--- src/rtl/shift_ctl_pkg.sv ---
// Constants, instruction encodings and bus carriers for the shift and control executor.
// Assumes a 100 MHz phase clock and a classic Wishbone master with 32-bit data.
package shift_ctl_pkg;

  // Clock rate and timing figures
  localparam int CLOCK_MHZ = 100;
  localparam int SYNC_NS = 240;
  localparam int SYNC_FAST_NS = 180;
  localparam int OMA_MS = 192;
  // Longest times round down to whole cycles
  localparam int SYNC_CYCLES = SYNC_NS * CLOCK_MHZ / 1000;
  localparam int SYNC_FAST_CYCLES = SYNC_FAST_NS * CLOCK_MHZ / 1000;
  localparam int OMA_CYCLES = OMA_MS * CLOCK_MHZ * 1000;

  // Register byte offsets
  localparam logic [7:0] ADDR_INSTR = 8'h00;
  localparam logic [7:0] ADDR_CTRL = 8'h04;
  localparam logic [7:0] ADDR_STATUS = 8'h08;
  localparam logic [7:0] ADDR_PC = 8'h0C;
  localparam logic [7:0] ADDR_LATCH = 8'h10;
  localparam logic [7:0] ADDR_GPR = 8'h40;

  // Reset values
  localparam logic [15:0] PC_RESET = 16'h0000;
  localparam logic RUN_RESET = 1'b0;
  localparam logic FOREGROUND_RESET = 1'b1;
  localparam logic ISE_RESET = 1'b0;

  // Control register fields
  localparam int CTRL_RUN = 0;
  localparam int CTRL_ALARM_CLEAR = 1;
  localparam int CTRL_REFUSED_CLEAR = 2;

  // Status register fields
  localparam int ST_BUSY = 0;
  localparam int ST_LINK = 1;
  localparam int ST_ZERO = 2;
  localparam int ST_PLUS = 3;
  localparam int ST_FOREGROUND = 4;
  localparam int ST_ISE = 5;
  localparam int ST_ALARM = 6;
  localparam int ST_ARMED = 7;
  localparam int ST_RUN = 8;
  localparam int ST_REFUSED = 9;
  localparam int ST_BANK = 10;
  localparam int ST_SC_LSB = 12;

  // Instruction word fields
  localparam int GROUP_LSB = 12;
  localparam int KIND_LSB = 8;
  localparam int DEST_LSB = 5;
  localparam int COUNT_LSB = 0;
  localparam logic [3:0] GROUP_SHIFT = 4'h1;
  localparam logic [3:0] GROUP_CONTROL = 4'h2;

  // Shift variants
  localparam logic [1:0] SHIFT_RIGHT_ARITH = 2'h0;
  localparam logic [1:0] SHIFT_RIGHT_ROTATE = 2'h1;
  localparam logic [1:0] SHIFT_RIGHT_LOGICAL_COUNT = 2'h2;
  localparam logic [1:0] ROTATE_THROUGH_CARRY = 2'h3;

  // Control instructions
  localparam logic [2:0] SYNC_PULSE_INSTR = 3'h0;
  localparam logic [2:0] MONITOR_KICK_INSTR = 3'h1;
  localparam logic [2:0] CARRY_CLEAR_INSTR = 3'h2;
  localparam logic [2:0] CARRY_SET_INSTR = 3'h3;
  localparam logic [2:0] BACKGROUND_SELECT_INSTR = 3'h4;
  localparam logic [2:0] FOREGROUND_SELECT_INSTR = 3'h5;
  localparam logic [2:0] IRQ_INHIBIT_INSTR = 3'h6;
  localparam logic [2:0] IRQ_ENABLE_INSTR = 3'h7;

  // Wishbone carriers
  typedef struct packed {
    logic cyc;
    logic stb;
    logic we;
    logic [3:0] sel;
    logic [7:0] adr;
    logic [31:0] dat;
  } wb_req_t;

  typedef struct packed {
    logic ack;
    logic [31:0] dat;
  } wb_rsp_t;

endpackage : shift_ctl_pkg

--- src/rtl/shift_ctl_exec.sv ---
// Shift and control instruction executor with its register bank, program counter,
// status indicators, operations monitor timer and a Wishbone classic register slave.
// Assumes software issues one instruction at a time and pins are asynchronous.
//
// Operation
// - Bits 7..5 of a shift pick one of eight general registers, 000 first.
// - Fetch phase two loads working and operand latches, advances PC, clears counter.
// - Each pass writes working bits 15..1 to destination 14..0, bit 0 to carry.
// - Without end-of-shift, reload working latch and shift again; else terminate.
// - Arithmetic shift keeps bit 15 equal to the previous sign.
// - Rotate shift puts working bit 0 into bit 15 and into carry.
// - Logical count shift inserts zero; ends on count or carry one.
// - Rotate through carry moves carry into bit 15, bit 0 into carry.
// - Shifts update zero, plus and carry from the result.
// - Execute phase four copies PC into the address latch and returns to idle.
// - Control instructions load latches, advance PC, then go to execute phase three.
// - Sync pulse drives the sync line 240 ns, or 180 ns under fast ROM.
// - Monitor timer stays idle until the first kick; each kick restarts it.
// - Kicks must come within 192 ms; otherwise the monitor alarm fires.
// - The alarm forces idle mode and drops the safe line.
// - Carry clear clears the carry, carry set sets it, in phase three.
// - Background select clears the foreground flag; background bank is used.
// - Without the foreground/background option the bank is always background.
// - Foreground select sets the foreground flag; foreground bank is used.
// - Reset sets the foreground flag, whether or not the option is installed.
// - Interrupt inhibit clears the enable; power-fail and restart stay unmaskable.
// - Interrupt enable sets the enable, letting any asserted maskable request through.
// - After each increment, counter equal to instruction count raises end-of-shift.
`timescale 1ns/100ps
`default_nettype none

module shift_ctl_exec
  import shift_ctl_pkg::*;
#(
  parameter int OMA_LIMIT = shift_ctl_pkg::OMA_CYCLES
)
(
  input wire logic clock,
  input wire logic rstn,
  input wire shift_ctl_pkg::wb_req_t wb_req,
  output var shift_ctl_pkg::wb_rsp_t wb_rsp,
  input wire logic fast_rom,
  input wire logic fgbg_option,
  input wire logic [2:0] irq_maskable,
  input wire logic [1:0] irq_unmaskable,
  output logic sync_out,
  output logic safe_output_line,
  output logic run_mode,
  output logic irq_take
);
  import shift_ctl_pkg::*;

  localparam int PINS = 7;

  typedef enum logic [2:0] {
    PH_IDLE,
    PH_FETCH_TWO,
    PH_EXEC_TWO,
    PH_EXEC_THREE,
    PH_EXEC_FOUR
  } phase_t;

  typedef struct packed {
    phase_t phase;
    logic [15:0] instr;
    logic [15:0] pc;
    logic [15:0] laddr;
    logic [15:0] work;
    logic [15:0] operand;
    logic [3:0] shift_counter;
    logic link;
    logic zero;
    logic plus;
    logic foreground_flag;
    logic irq_system_enable;
    logic run;
    logic alarm;
    logic armed;
    logic refused;
    logic [31:0] oma_count;
    logic [7:0] pulse_count;
    logic sync;
    logic irq;
    logic [15:0][15:0] gpr;
    logic [PINS-1:0] s1;
    logic [PINS-1:0] s2;
    logic [PINS-1:0] s3;
    logic [PINS-1:0] filt;
    logic ack;
    logic [31:0] rdata;
  } core_t;

  core_t core_reg;
  core_t core_next;
  logic [PINS-1:0] pins;
  logic [PINS-1:0] filt_next;

  assign pins = {irq_unmaskable, irq_maskable, fgbg_option, fast_rom};

  // A pin change counts only once the second and third stages agree
  genvar gi;
  generate
    for (gi = 0; gi < PINS; gi++)
    begin : g_pin
      assign filt_next[gi] = (core_reg.s2[gi] == core_reg.s3[gi]) ? core_reg.s3[gi]
                                                                  : core_reg.filt[gi];
    end
  endgenerate

  // Merge a 16-bit register with the enabled low byte lanes
  function automatic logic [15:0] merge16(input logic [15:0] old, input logic [31:0] dat,
                                          input logic [3:0] sel);
    logic [15:0] res;
    res = old;
    if (sel[0])
      res[7:0] = dat[7:0];
    if (sel[1])
      res[15:8] = dat[15:8];
    return res;
  endfunction : merge16

  // Combinational next state: pins, bus slave, sequencer and monitor timer
  always_comb
  begin
    logic bank;
    logic [3:0] rd;
    logic [1:0] kind;
    logic [2:0] csel;
    logic is_shift;
    logic [15:0] shifted;
    logic [3:0] sc_inc;
    logic end_of_shift;
    logic [7:0] pulse_limit;
    logic access;
    logic kick;
    logic alarm_set;
    logic alarm_clear;
    logic refuse_set;
    logic refuse_clear;
    logic [31:0] status;
    core_next = core_reg;
    core_next.s1 = pins;
    core_next.s2 = core_reg.s1;
    core_next.s3 = core_reg.s2;
    core_next.filt = filt_next;
    bank = core_reg.foreground_flag & core_reg.filt[1];
    rd = {bank, core_reg.instr[DEST_LSB +: 3]};
    kind = core_reg.instr[KIND_LSB +: 2];
    csel = core_reg.instr[2:0];
    is_shift = (core_reg.instr[GROUP_LSB +: 4] == GROUP_SHIFT);
    shifted = {1'b0, core_reg.work[15:1]};
    sc_inc = core_reg.shift_counter + 4'h1;
    end_of_shift = 1'b0;
    pulse_limit = core_reg.filt[0] ? 8'(SYNC_FAST_CYCLES) : 8'(SYNC_CYCLES);
    access = wb_req.cyc & wb_req.stb & ~core_reg.ack;
    kick = 1'b0;
    alarm_set = 1'b0;
    alarm_clear = 1'b0;
    refuse_set = 1'b0;
    refuse_clear = 1'b0;
    status = 32'h0000_0000;
    status[ST_BUSY] = (core_reg.phase != PH_IDLE);
    status[ST_LINK] = core_reg.link;
    status[ST_ZERO] = core_reg.zero;
    status[ST_PLUS] = core_reg.plus;
    status[ST_FOREGROUND] = core_reg.foreground_flag;
    status[ST_ISE] = core_reg.irq_system_enable;
    status[ST_ALARM] = core_reg.alarm;
    status[ST_ARMED] = core_reg.armed;
    status[ST_RUN] = core_reg.run;
    status[ST_REFUSED] = core_reg.refused;
    status[ST_BANK] = bank;
    status[ST_SC_LSB +: 4] = core_reg.shift_counter;

    // Bus slave: ack one cycle after the strobe; unmapped reads return zero
    core_next.ack = access;
    core_next.rdata = 32'h0000_0000;
    if (access)
    begin
      if (!wb_req.we)
      begin
        if (wb_req.adr == ADDR_INSTR)
          core_next.rdata = {16'h0000, core_reg.instr};
        else if (wb_req.adr == ADDR_CTRL)
          core_next.rdata = {31'h0000_0000, core_reg.run};
        else if (wb_req.adr == ADDR_STATUS)
          core_next.rdata = status;
        else if (wb_req.adr == ADDR_PC)
          core_next.rdata = {16'h0000, core_reg.pc};
        else if (wb_req.adr == ADDR_LATCH)
          core_next.rdata = {core_reg.operand, core_reg.laddr}; // Operand latch rides along
        else if (wb_req.adr[7:6] == ADDR_GPR[7:6])
          core_next.rdata = {16'h0000, core_reg.gpr[wb_req.adr[5:2]]};
      end
      else if (wb_req.adr == ADDR_INSTR)
      begin
        // Instructions are taken only when idle, in run mode, and of a known group
        if (core_reg.phase == PH_IDLE && core_reg.run && wb_req.sel[1:0] == 2'h3 &&
            (wb_req.dat[GROUP_LSB +: 4] == GROUP_SHIFT ||
             wb_req.dat[GROUP_LSB +: 4] == GROUP_CONTROL))
        begin
          core_next.instr = wb_req.dat[15:0];
          core_next.phase = PH_FETCH_TWO;
        end
        else
          refuse_set = 1'b1;
      end
      else if (wb_req.adr == ADDR_CTRL && wb_req.sel[0])
      begin
        core_next.run = wb_req.dat[CTRL_RUN];
        alarm_clear = wb_req.dat[CTRL_ALARM_CLEAR];
        refuse_clear = wb_req.dat[CTRL_REFUSED_CLEAR];
      end
      else if (core_reg.phase == PH_IDLE)
      begin
        // The PC and the register bank are only written between instructions
        if (wb_req.adr == ADDR_PC)
          core_next.pc = merge16(core_reg.pc, wb_req.dat, wb_req.sel);
        else if (wb_req.adr[7:6] == ADDR_GPR[7:6])
          core_next.gpr[wb_req.adr[5:2]] =
            merge16(core_reg.gpr[wb_req.adr[5:2]], wb_req.dat, wb_req.sel);
      end
    end

    // Instruction sequencer
    case (core_reg.phase)
      PH_IDLE:
      begin
        core_next.pulse_count = 8'h00;
      end
      PH_FETCH_TWO:
      begin
        core_next.work = core_reg.gpr[rd];
        core_next.operand = core_reg.gpr[rd];
        core_next.pc = core_reg.pc + 16'h0001 + {15'h0000, core_reg.irq_system_enable};
        core_next.pulse_count = 8'h00;
        if (is_shift)
          core_next.shift_counter = 4'h0;
        else if (csel == SYNC_PULSE_INSTR)
          core_next.sync = 1'b1;
        core_next.phase = PH_EXEC_THREE;
      end
      PH_EXEC_TWO:
      begin
        // Reload from the destination for the next pass
        core_next.work = core_reg.gpr[rd];
        core_next.phase = PH_EXEC_THREE;
      end
      PH_EXEC_THREE:
      begin
        if (is_shift)
        begin
          case (kind)
            SHIFT_RIGHT_ARITH: shifted[15] = core_reg.work[15];
            SHIFT_RIGHT_ROTATE: shifted[15] = core_reg.work[0];
            SHIFT_RIGHT_LOGICAL_COUNT: shifted[15] = 1'b0;
            ROTATE_THROUGH_CARRY: shifted[15] = core_reg.link;
            default: shifted[15] = 1'b0;
          endcase
          core_next.gpr[rd] = shifted;
          core_next.link = core_reg.work[0];
          core_next.zero = (shifted == 16'h0000);
          core_next.plus = ~shifted[15];
          core_next.shift_counter = sc_inc;
          // Count zero wraps the counter, giving sixteen passes
          end_of_shift = (sc_inc == core_reg.instr[COUNT_LSB +: 4]);
          if (kind == SHIFT_RIGHT_LOGICAL_COUNT && core_reg.work[0])
            end_of_shift = 1'b1;
          core_next.phase = end_of_shift ? PH_EXEC_FOUR : PH_EXEC_TWO;
        end
        else
        begin
          core_next.phase = PH_EXEC_FOUR;
          case (csel)
            SYNC_PULSE_INSTR:
            begin
              // Hold phase three for the whole pulse width
              core_next.pulse_count = core_reg.pulse_count + 8'h01;
              if (core_reg.pulse_count == pulse_limit - 8'h01)
                core_next.sync = 1'b0;
              else
                core_next.phase = PH_EXEC_THREE;
            end
            MONITOR_KICK_INSTR: kick = 1'b1;
            CARRY_CLEAR_INSTR: core_next.link = 1'b0;
            CARRY_SET_INSTR: core_next.link = 1'b1;
            BACKGROUND_SELECT_INSTR: core_next.foreground_flag = 1'b0;
            FOREGROUND_SELECT_INSTR: core_next.foreground_flag = 1'b1;
            IRQ_INHIBIT_INSTR: core_next.irq_system_enable = 1'b0;
            IRQ_ENABLE_INSTR: core_next.irq_system_enable = 1'b1;
            default: core_next.phase = PH_EXEC_FOUR;
          endcase
        end
      end
      PH_EXEC_FOUR:
      begin
        core_next.laddr = core_reg.pc;
        core_next.phase = PH_IDLE;
      end
      default:
      begin
        core_next.phase = PH_IDLE;
      end
    endcase

    // Operations monitor: idle until armed, restarted by every kick
    if (kick)
    begin
      core_next.armed = 1'b1;
      core_next.oma_count = 32'h0000_0000;
    end
    else if (core_reg.armed)
    begin
      core_next.oma_count = core_reg.oma_count + 32'h0000_0001;
      if (core_reg.oma_count == 32'(OMA_LIMIT - 1))
      begin
        alarm_set = 1'b1;
        core_next.armed = 1'b0;
      end
    end

    // The alarm drops run mode; a new alarm wins over a clear in the same cycle
    if (alarm_set)
    begin
      core_next.alarm = 1'b1;
      core_next.run = 1'b0;
    end
    else if (alarm_clear)
      core_next.alarm = 1'b0;
    if (refuse_set)
      core_next.refused = 1'b1;
    else if (refuse_clear)
      core_next.refused = 1'b0;

    // Maskable requests pass only with the enable; power-fail and restart always do
    core_next.irq = (core_reg.irq_system_enable & (|core_reg.filt[4:2])) |
                    (|core_reg.filt[6:5]);
  end

  // One register stage for all state
  always_ff @(posedge clock or negedge rstn)
  begin
    if (!rstn)
    begin
      core_reg <= '0;
      core_reg.phase <= PH_IDLE;
      core_reg.pc <= PC_RESET;
      core_reg.run <= RUN_RESET;
      core_reg.foreground_flag <= FOREGROUND_RESET;
      core_reg.irq_system_enable <= ISE_RESET;
    end
    else
      core_reg <= core_next;
  end

  // Outputs straight from flip-flops
  assign wb_rsp.ack = core_reg.ack;
  assign wb_rsp.dat = core_reg.rdata;
  assign sync_out = core_reg.sync;
  assign safe_output_line = ~core_reg.alarm;
  assign run_mode = core_reg.run;
  assign irq_take = core_reg.irq;

endmodule : shift_ctl_exec

`default_nettype wire

--- config.mk ---
export PLATFORM = sky130hd
export DESIGN_NAME = shift_ctl_exec
export DESIGN_NICKNAME = d
export VERILOG_FILES = /design/src/rtl/shift_ctl_pkg.sv /design/src/rtl/shift_ctl_exec.sv
export SDC_FILE = /design/constraint.sdc
export NUM_CORES = 1
export LEC_CHECK = 0
export ABC_CLOCK_PERIOD_IN_PS = 3000
export BUFFER_PORTS_ARGS = -buffer_cell sky130_fd_sc_hd__buf_2
export CORE_MARGIN = 10
export CORE_UTILIZATION = 45
export DETAILED_ROUTE_END_ITERATION = 8
export GPL_TIMING_DRIVEN = 0
export SETUP_SLACK_MARGIN = 0.05
export SYNTH_ARGS = -nofsm -noshare
export SYNTH_HDL_FRONTEND = slang
export SYNTH_SLANG_ARGS = --single-unit
--- constraint.sdc ---
create_clock -name clock -period 3 [get_ports clock]
set_input_delay 0 -clock clock [delete_from_list [all_inputs] [get_ports clock]]
set_output_delay 0 -clock clock [all_outputs]
set_load 0.1 [all_outputs]
==> reports/qor.csv <==
metric,value,unit
outcome,"complete, but fails checks",
failing checks,negative setup slack,
Sw Share,0.3206,
total power,17340,uW
largest family of logic cells by synthesized area,compound AO/OA/AOI/OAI gates,
CP max FO,10,
Synth Area in Compound Gates,0.1686,
final wirelength,100000,um
Internal,11780,uW
Reg power frac,0.408,
"Seq/Total Area, Yosys",0.4597,
worst-margin pin slew,1.226,ns
fmax,330.0,MHz
core area,0.05413,sq mm
warning count from the yosys run,0,
leakage,0.01272,uW
"Cell Chain, Critical Path",clkbuf_1 > a22o_1 > clkbuf_1 > clkbuf_1 > o22ai_1 > a21oi_1,
first drt pass iteration count,6,
Hold WS,0.02290,ns
initial antenna violation count,6,
post-synthesis simple-gate area fraction,0.1539,
DR DRC count,0,
Max clock buf depth,3,
post-synthesis cell count,2424,
detailed placer's ending HPWL,71960,um
grt ovf,0,
clk slew on worst S/H paths,0.06,ns
post-synth top area share,0.4586,
largest net degree at the start of global routing,120,
"top cells by area, synth","dfrtp_1, mux4_2, o22ai_1, nor2_1, a21oi_1",
switching power of the nets,5559,uW
post-synthesis adder-cell area fraction,0.005354,
clock buffer count from CTS,53,
num ports,93,
Fin Clk Skew,0.03399,ns
WL per Instance,30.07,um
ys async rst share,1.000,
share of cells above drive strength 1,0.1986,
Final Slew Violations,0,
max_slew headroom,0.1738,
Initial Util,0.4576,
final hold viol count,0,
Pwr Density,612.0,mW/mm^2
Vias,22040,
Nets,2652,
maxcap violations,0,
"Top FF cell, synth",dfrtp_1,
max FFs per register,405,
final setup margin,-0.03062,ns
Tcrit/Tclk final,1.010,
Final Setup Violations,4,
vias in the first global route,21914,
#FFs+latches synth,455,
most frequent CP cell,clkbuf_1,
DP Worst Slack,-0.1003,ns
H-tree levels,2,
Die ar.,0.06483,sq mm
critical path's largest stage delay,0.74,ns
RSZ-0062 raised after global routing,yes,
most common cell in the netlist,dfrtp_1,
Clock Latency Late Sink,0.64,ns
crit path kind,reg -> reg,
clock tree from TritonCTS,yes,
CP bufs+invs,3,
Die Y-Extent,254.6,um
first-pass GRT wire length,146800,um
clock network fraction of total power,0.394,
Layout area overhead,14.37,%
slowest CP cell,clkbuf_1,
PortBufs,71,
post-synthesis mux area share,0.1445,
Root Buffer,clkbuf_16,
CTS Sinks,455,
Setup crit end kind,register,
vias per inst,6.627,
CP top delay family,buffers and inverters,
Mean Syn Cell Area,10.22,sq um
post-synth cell types,86,
row count,85,
post-route minimum period,3.031,ns
die width,254.6,um
syn nets,2485,
worst min path class,in -> reg,
post-route ant nets,0,
Synth Cell Area,0.02477,sq mm
post-synthesis xor/xnor area fraction,0.01556,
Worst EP arrival,3.58,ns
Max VDD drop,0.4851,mV
leading area contributor after synthesis,dfrtp_1,
DR iter-0 viols,2676,
Placer Congestion,1.041,
GR Util All Layers,0.3062,
Critical Path RT,3.55,ns
Comb power frac,0.198,
Critical Path Start Type,register,
Synth top cells by count,"dfrtp_1, nor2_1, o22ai_1, a21oi_1, nand2_1",
number of synthesized flops with an enable pin,0,
stage by stage:
step / cell area, sq um / util / cells / setup TNS (ns)
after floorplan: 24770 / - / 2424 / 0
after global routing: 28330 / 0.5233 / 3325 / 0
after global placement: 26000 / 0.4803 / 3191 / -3357.69
after detailed placement: 26120 / 0.4825 / 3195 / -0.2186
after CTS: 28300 / 0.5229 / 3323 / 0
final: 28330 / 0.5234 / 3326 / -0.04346
cell families after synthesis:
kind of cell / Yosys count
adder cells (fa/ha/maj): 12
multiplexers: 216
AO/OA/AOI/OAI: 663
buffers and inverters: 244
flip-flops: 455
XOR/XNOR: 44
AND/OR/NAND/NOR: 790
layout make-up:
type / count / area, sq um
clock inverter: 20 / 257.7
clock buffer: 73 / 1554
timing repair buffer: 112 / 858.3
buffer: 235 / 1274
tap: 696 / 870.8
fill: 4909 / 25800
sequential: 455 / 11390
antenna: 1 / 2.502
inverter: 9 / 33.78
multi-input combinational: 1725 / 12090
power by group through the flow:
| stage | Combinational [uW] | Clock (uW) | Sequential [uW] |
|---|---|---|---|
| after floorplan | 2000 | 0 | 7000 |
| after global placement | 3230 | 0 | 7120 |
| after detailed placement | 3280 | 0 | 7150 |
| after CTS | 3340 | 6870 | 7050 |
| after global routing | 3620 | 7140 | 7120 |
| final | 3440 | 6830 | 7070 |
repair_timing:
item | CTS | global route
setup endpoints to repair | 16 | 52
gates resized for setup | 3 | 12
endpoints found under the hold margin | 308 | 0
hold buffers | 35 | 0
setup buffers | 0 | 2
pin swaps | 0 | 2
routing by layer:
metal / up-vias / wire length (um) / GRT usage
met3: 383 / 9799 / 0.07441
met2: 1380 / 44150 / 0.4652
met4: 10 / 6981 / 0.1908
li1: 9286 / - / -
met1: 10981 / 38990 / 0.3895
met5: - / 86 / 0
worst paths after layout:
check                                  startpoint       endpoint  slack [ns]  depth (start not counted)
worst max-delay path                core_reg[403]  core_reg[220]       -0.03                          6
worst min-delay path            irq_unmaskable[1]  core_next[53]        0.02                          2
worst max register to register      core_reg[403]  core_reg[220]       -0.03                          6
worst min register to register      core_next[48]  core_next[41]        0.35                          0
max in group asynchronous                    rstn  core_reg[263]        1.46                          5
min in group asynchronous                    rstn  core_reg[364]        0.51                          3
layout by cell type, fill, tap and decap left out, types with 23 or more instances in the layout:
master | synthesis | final
dlygate4sd3_1 | 0 | 34
clkbuf_16 | 0 | 55
nor3_1 | 35 | 34
a211oi_1 | 25 | 25
mux2i_1 | 37 | 37
xor2_1 | 34 | 34
mux2_2 | 69 | 69
nor2_1 | 323 | 322
o21ai_0 | 69 | 69
dfrtp_1 | 454 | 454
clkbuf_1 | 101 | 101
buf_4 | 53 | 55
mux4_2 | 106 | 106
nand2_1 | 208 | 208
o22ai_1 | 269 | 269
and3_1 | 39 | 39
buf_2 | 51 | 121
nand4_1 | 40 | 40
a21oi_1 | 215 | 215
nand3_1 | 23 | 23
Power figures use the tool's default switching activity.
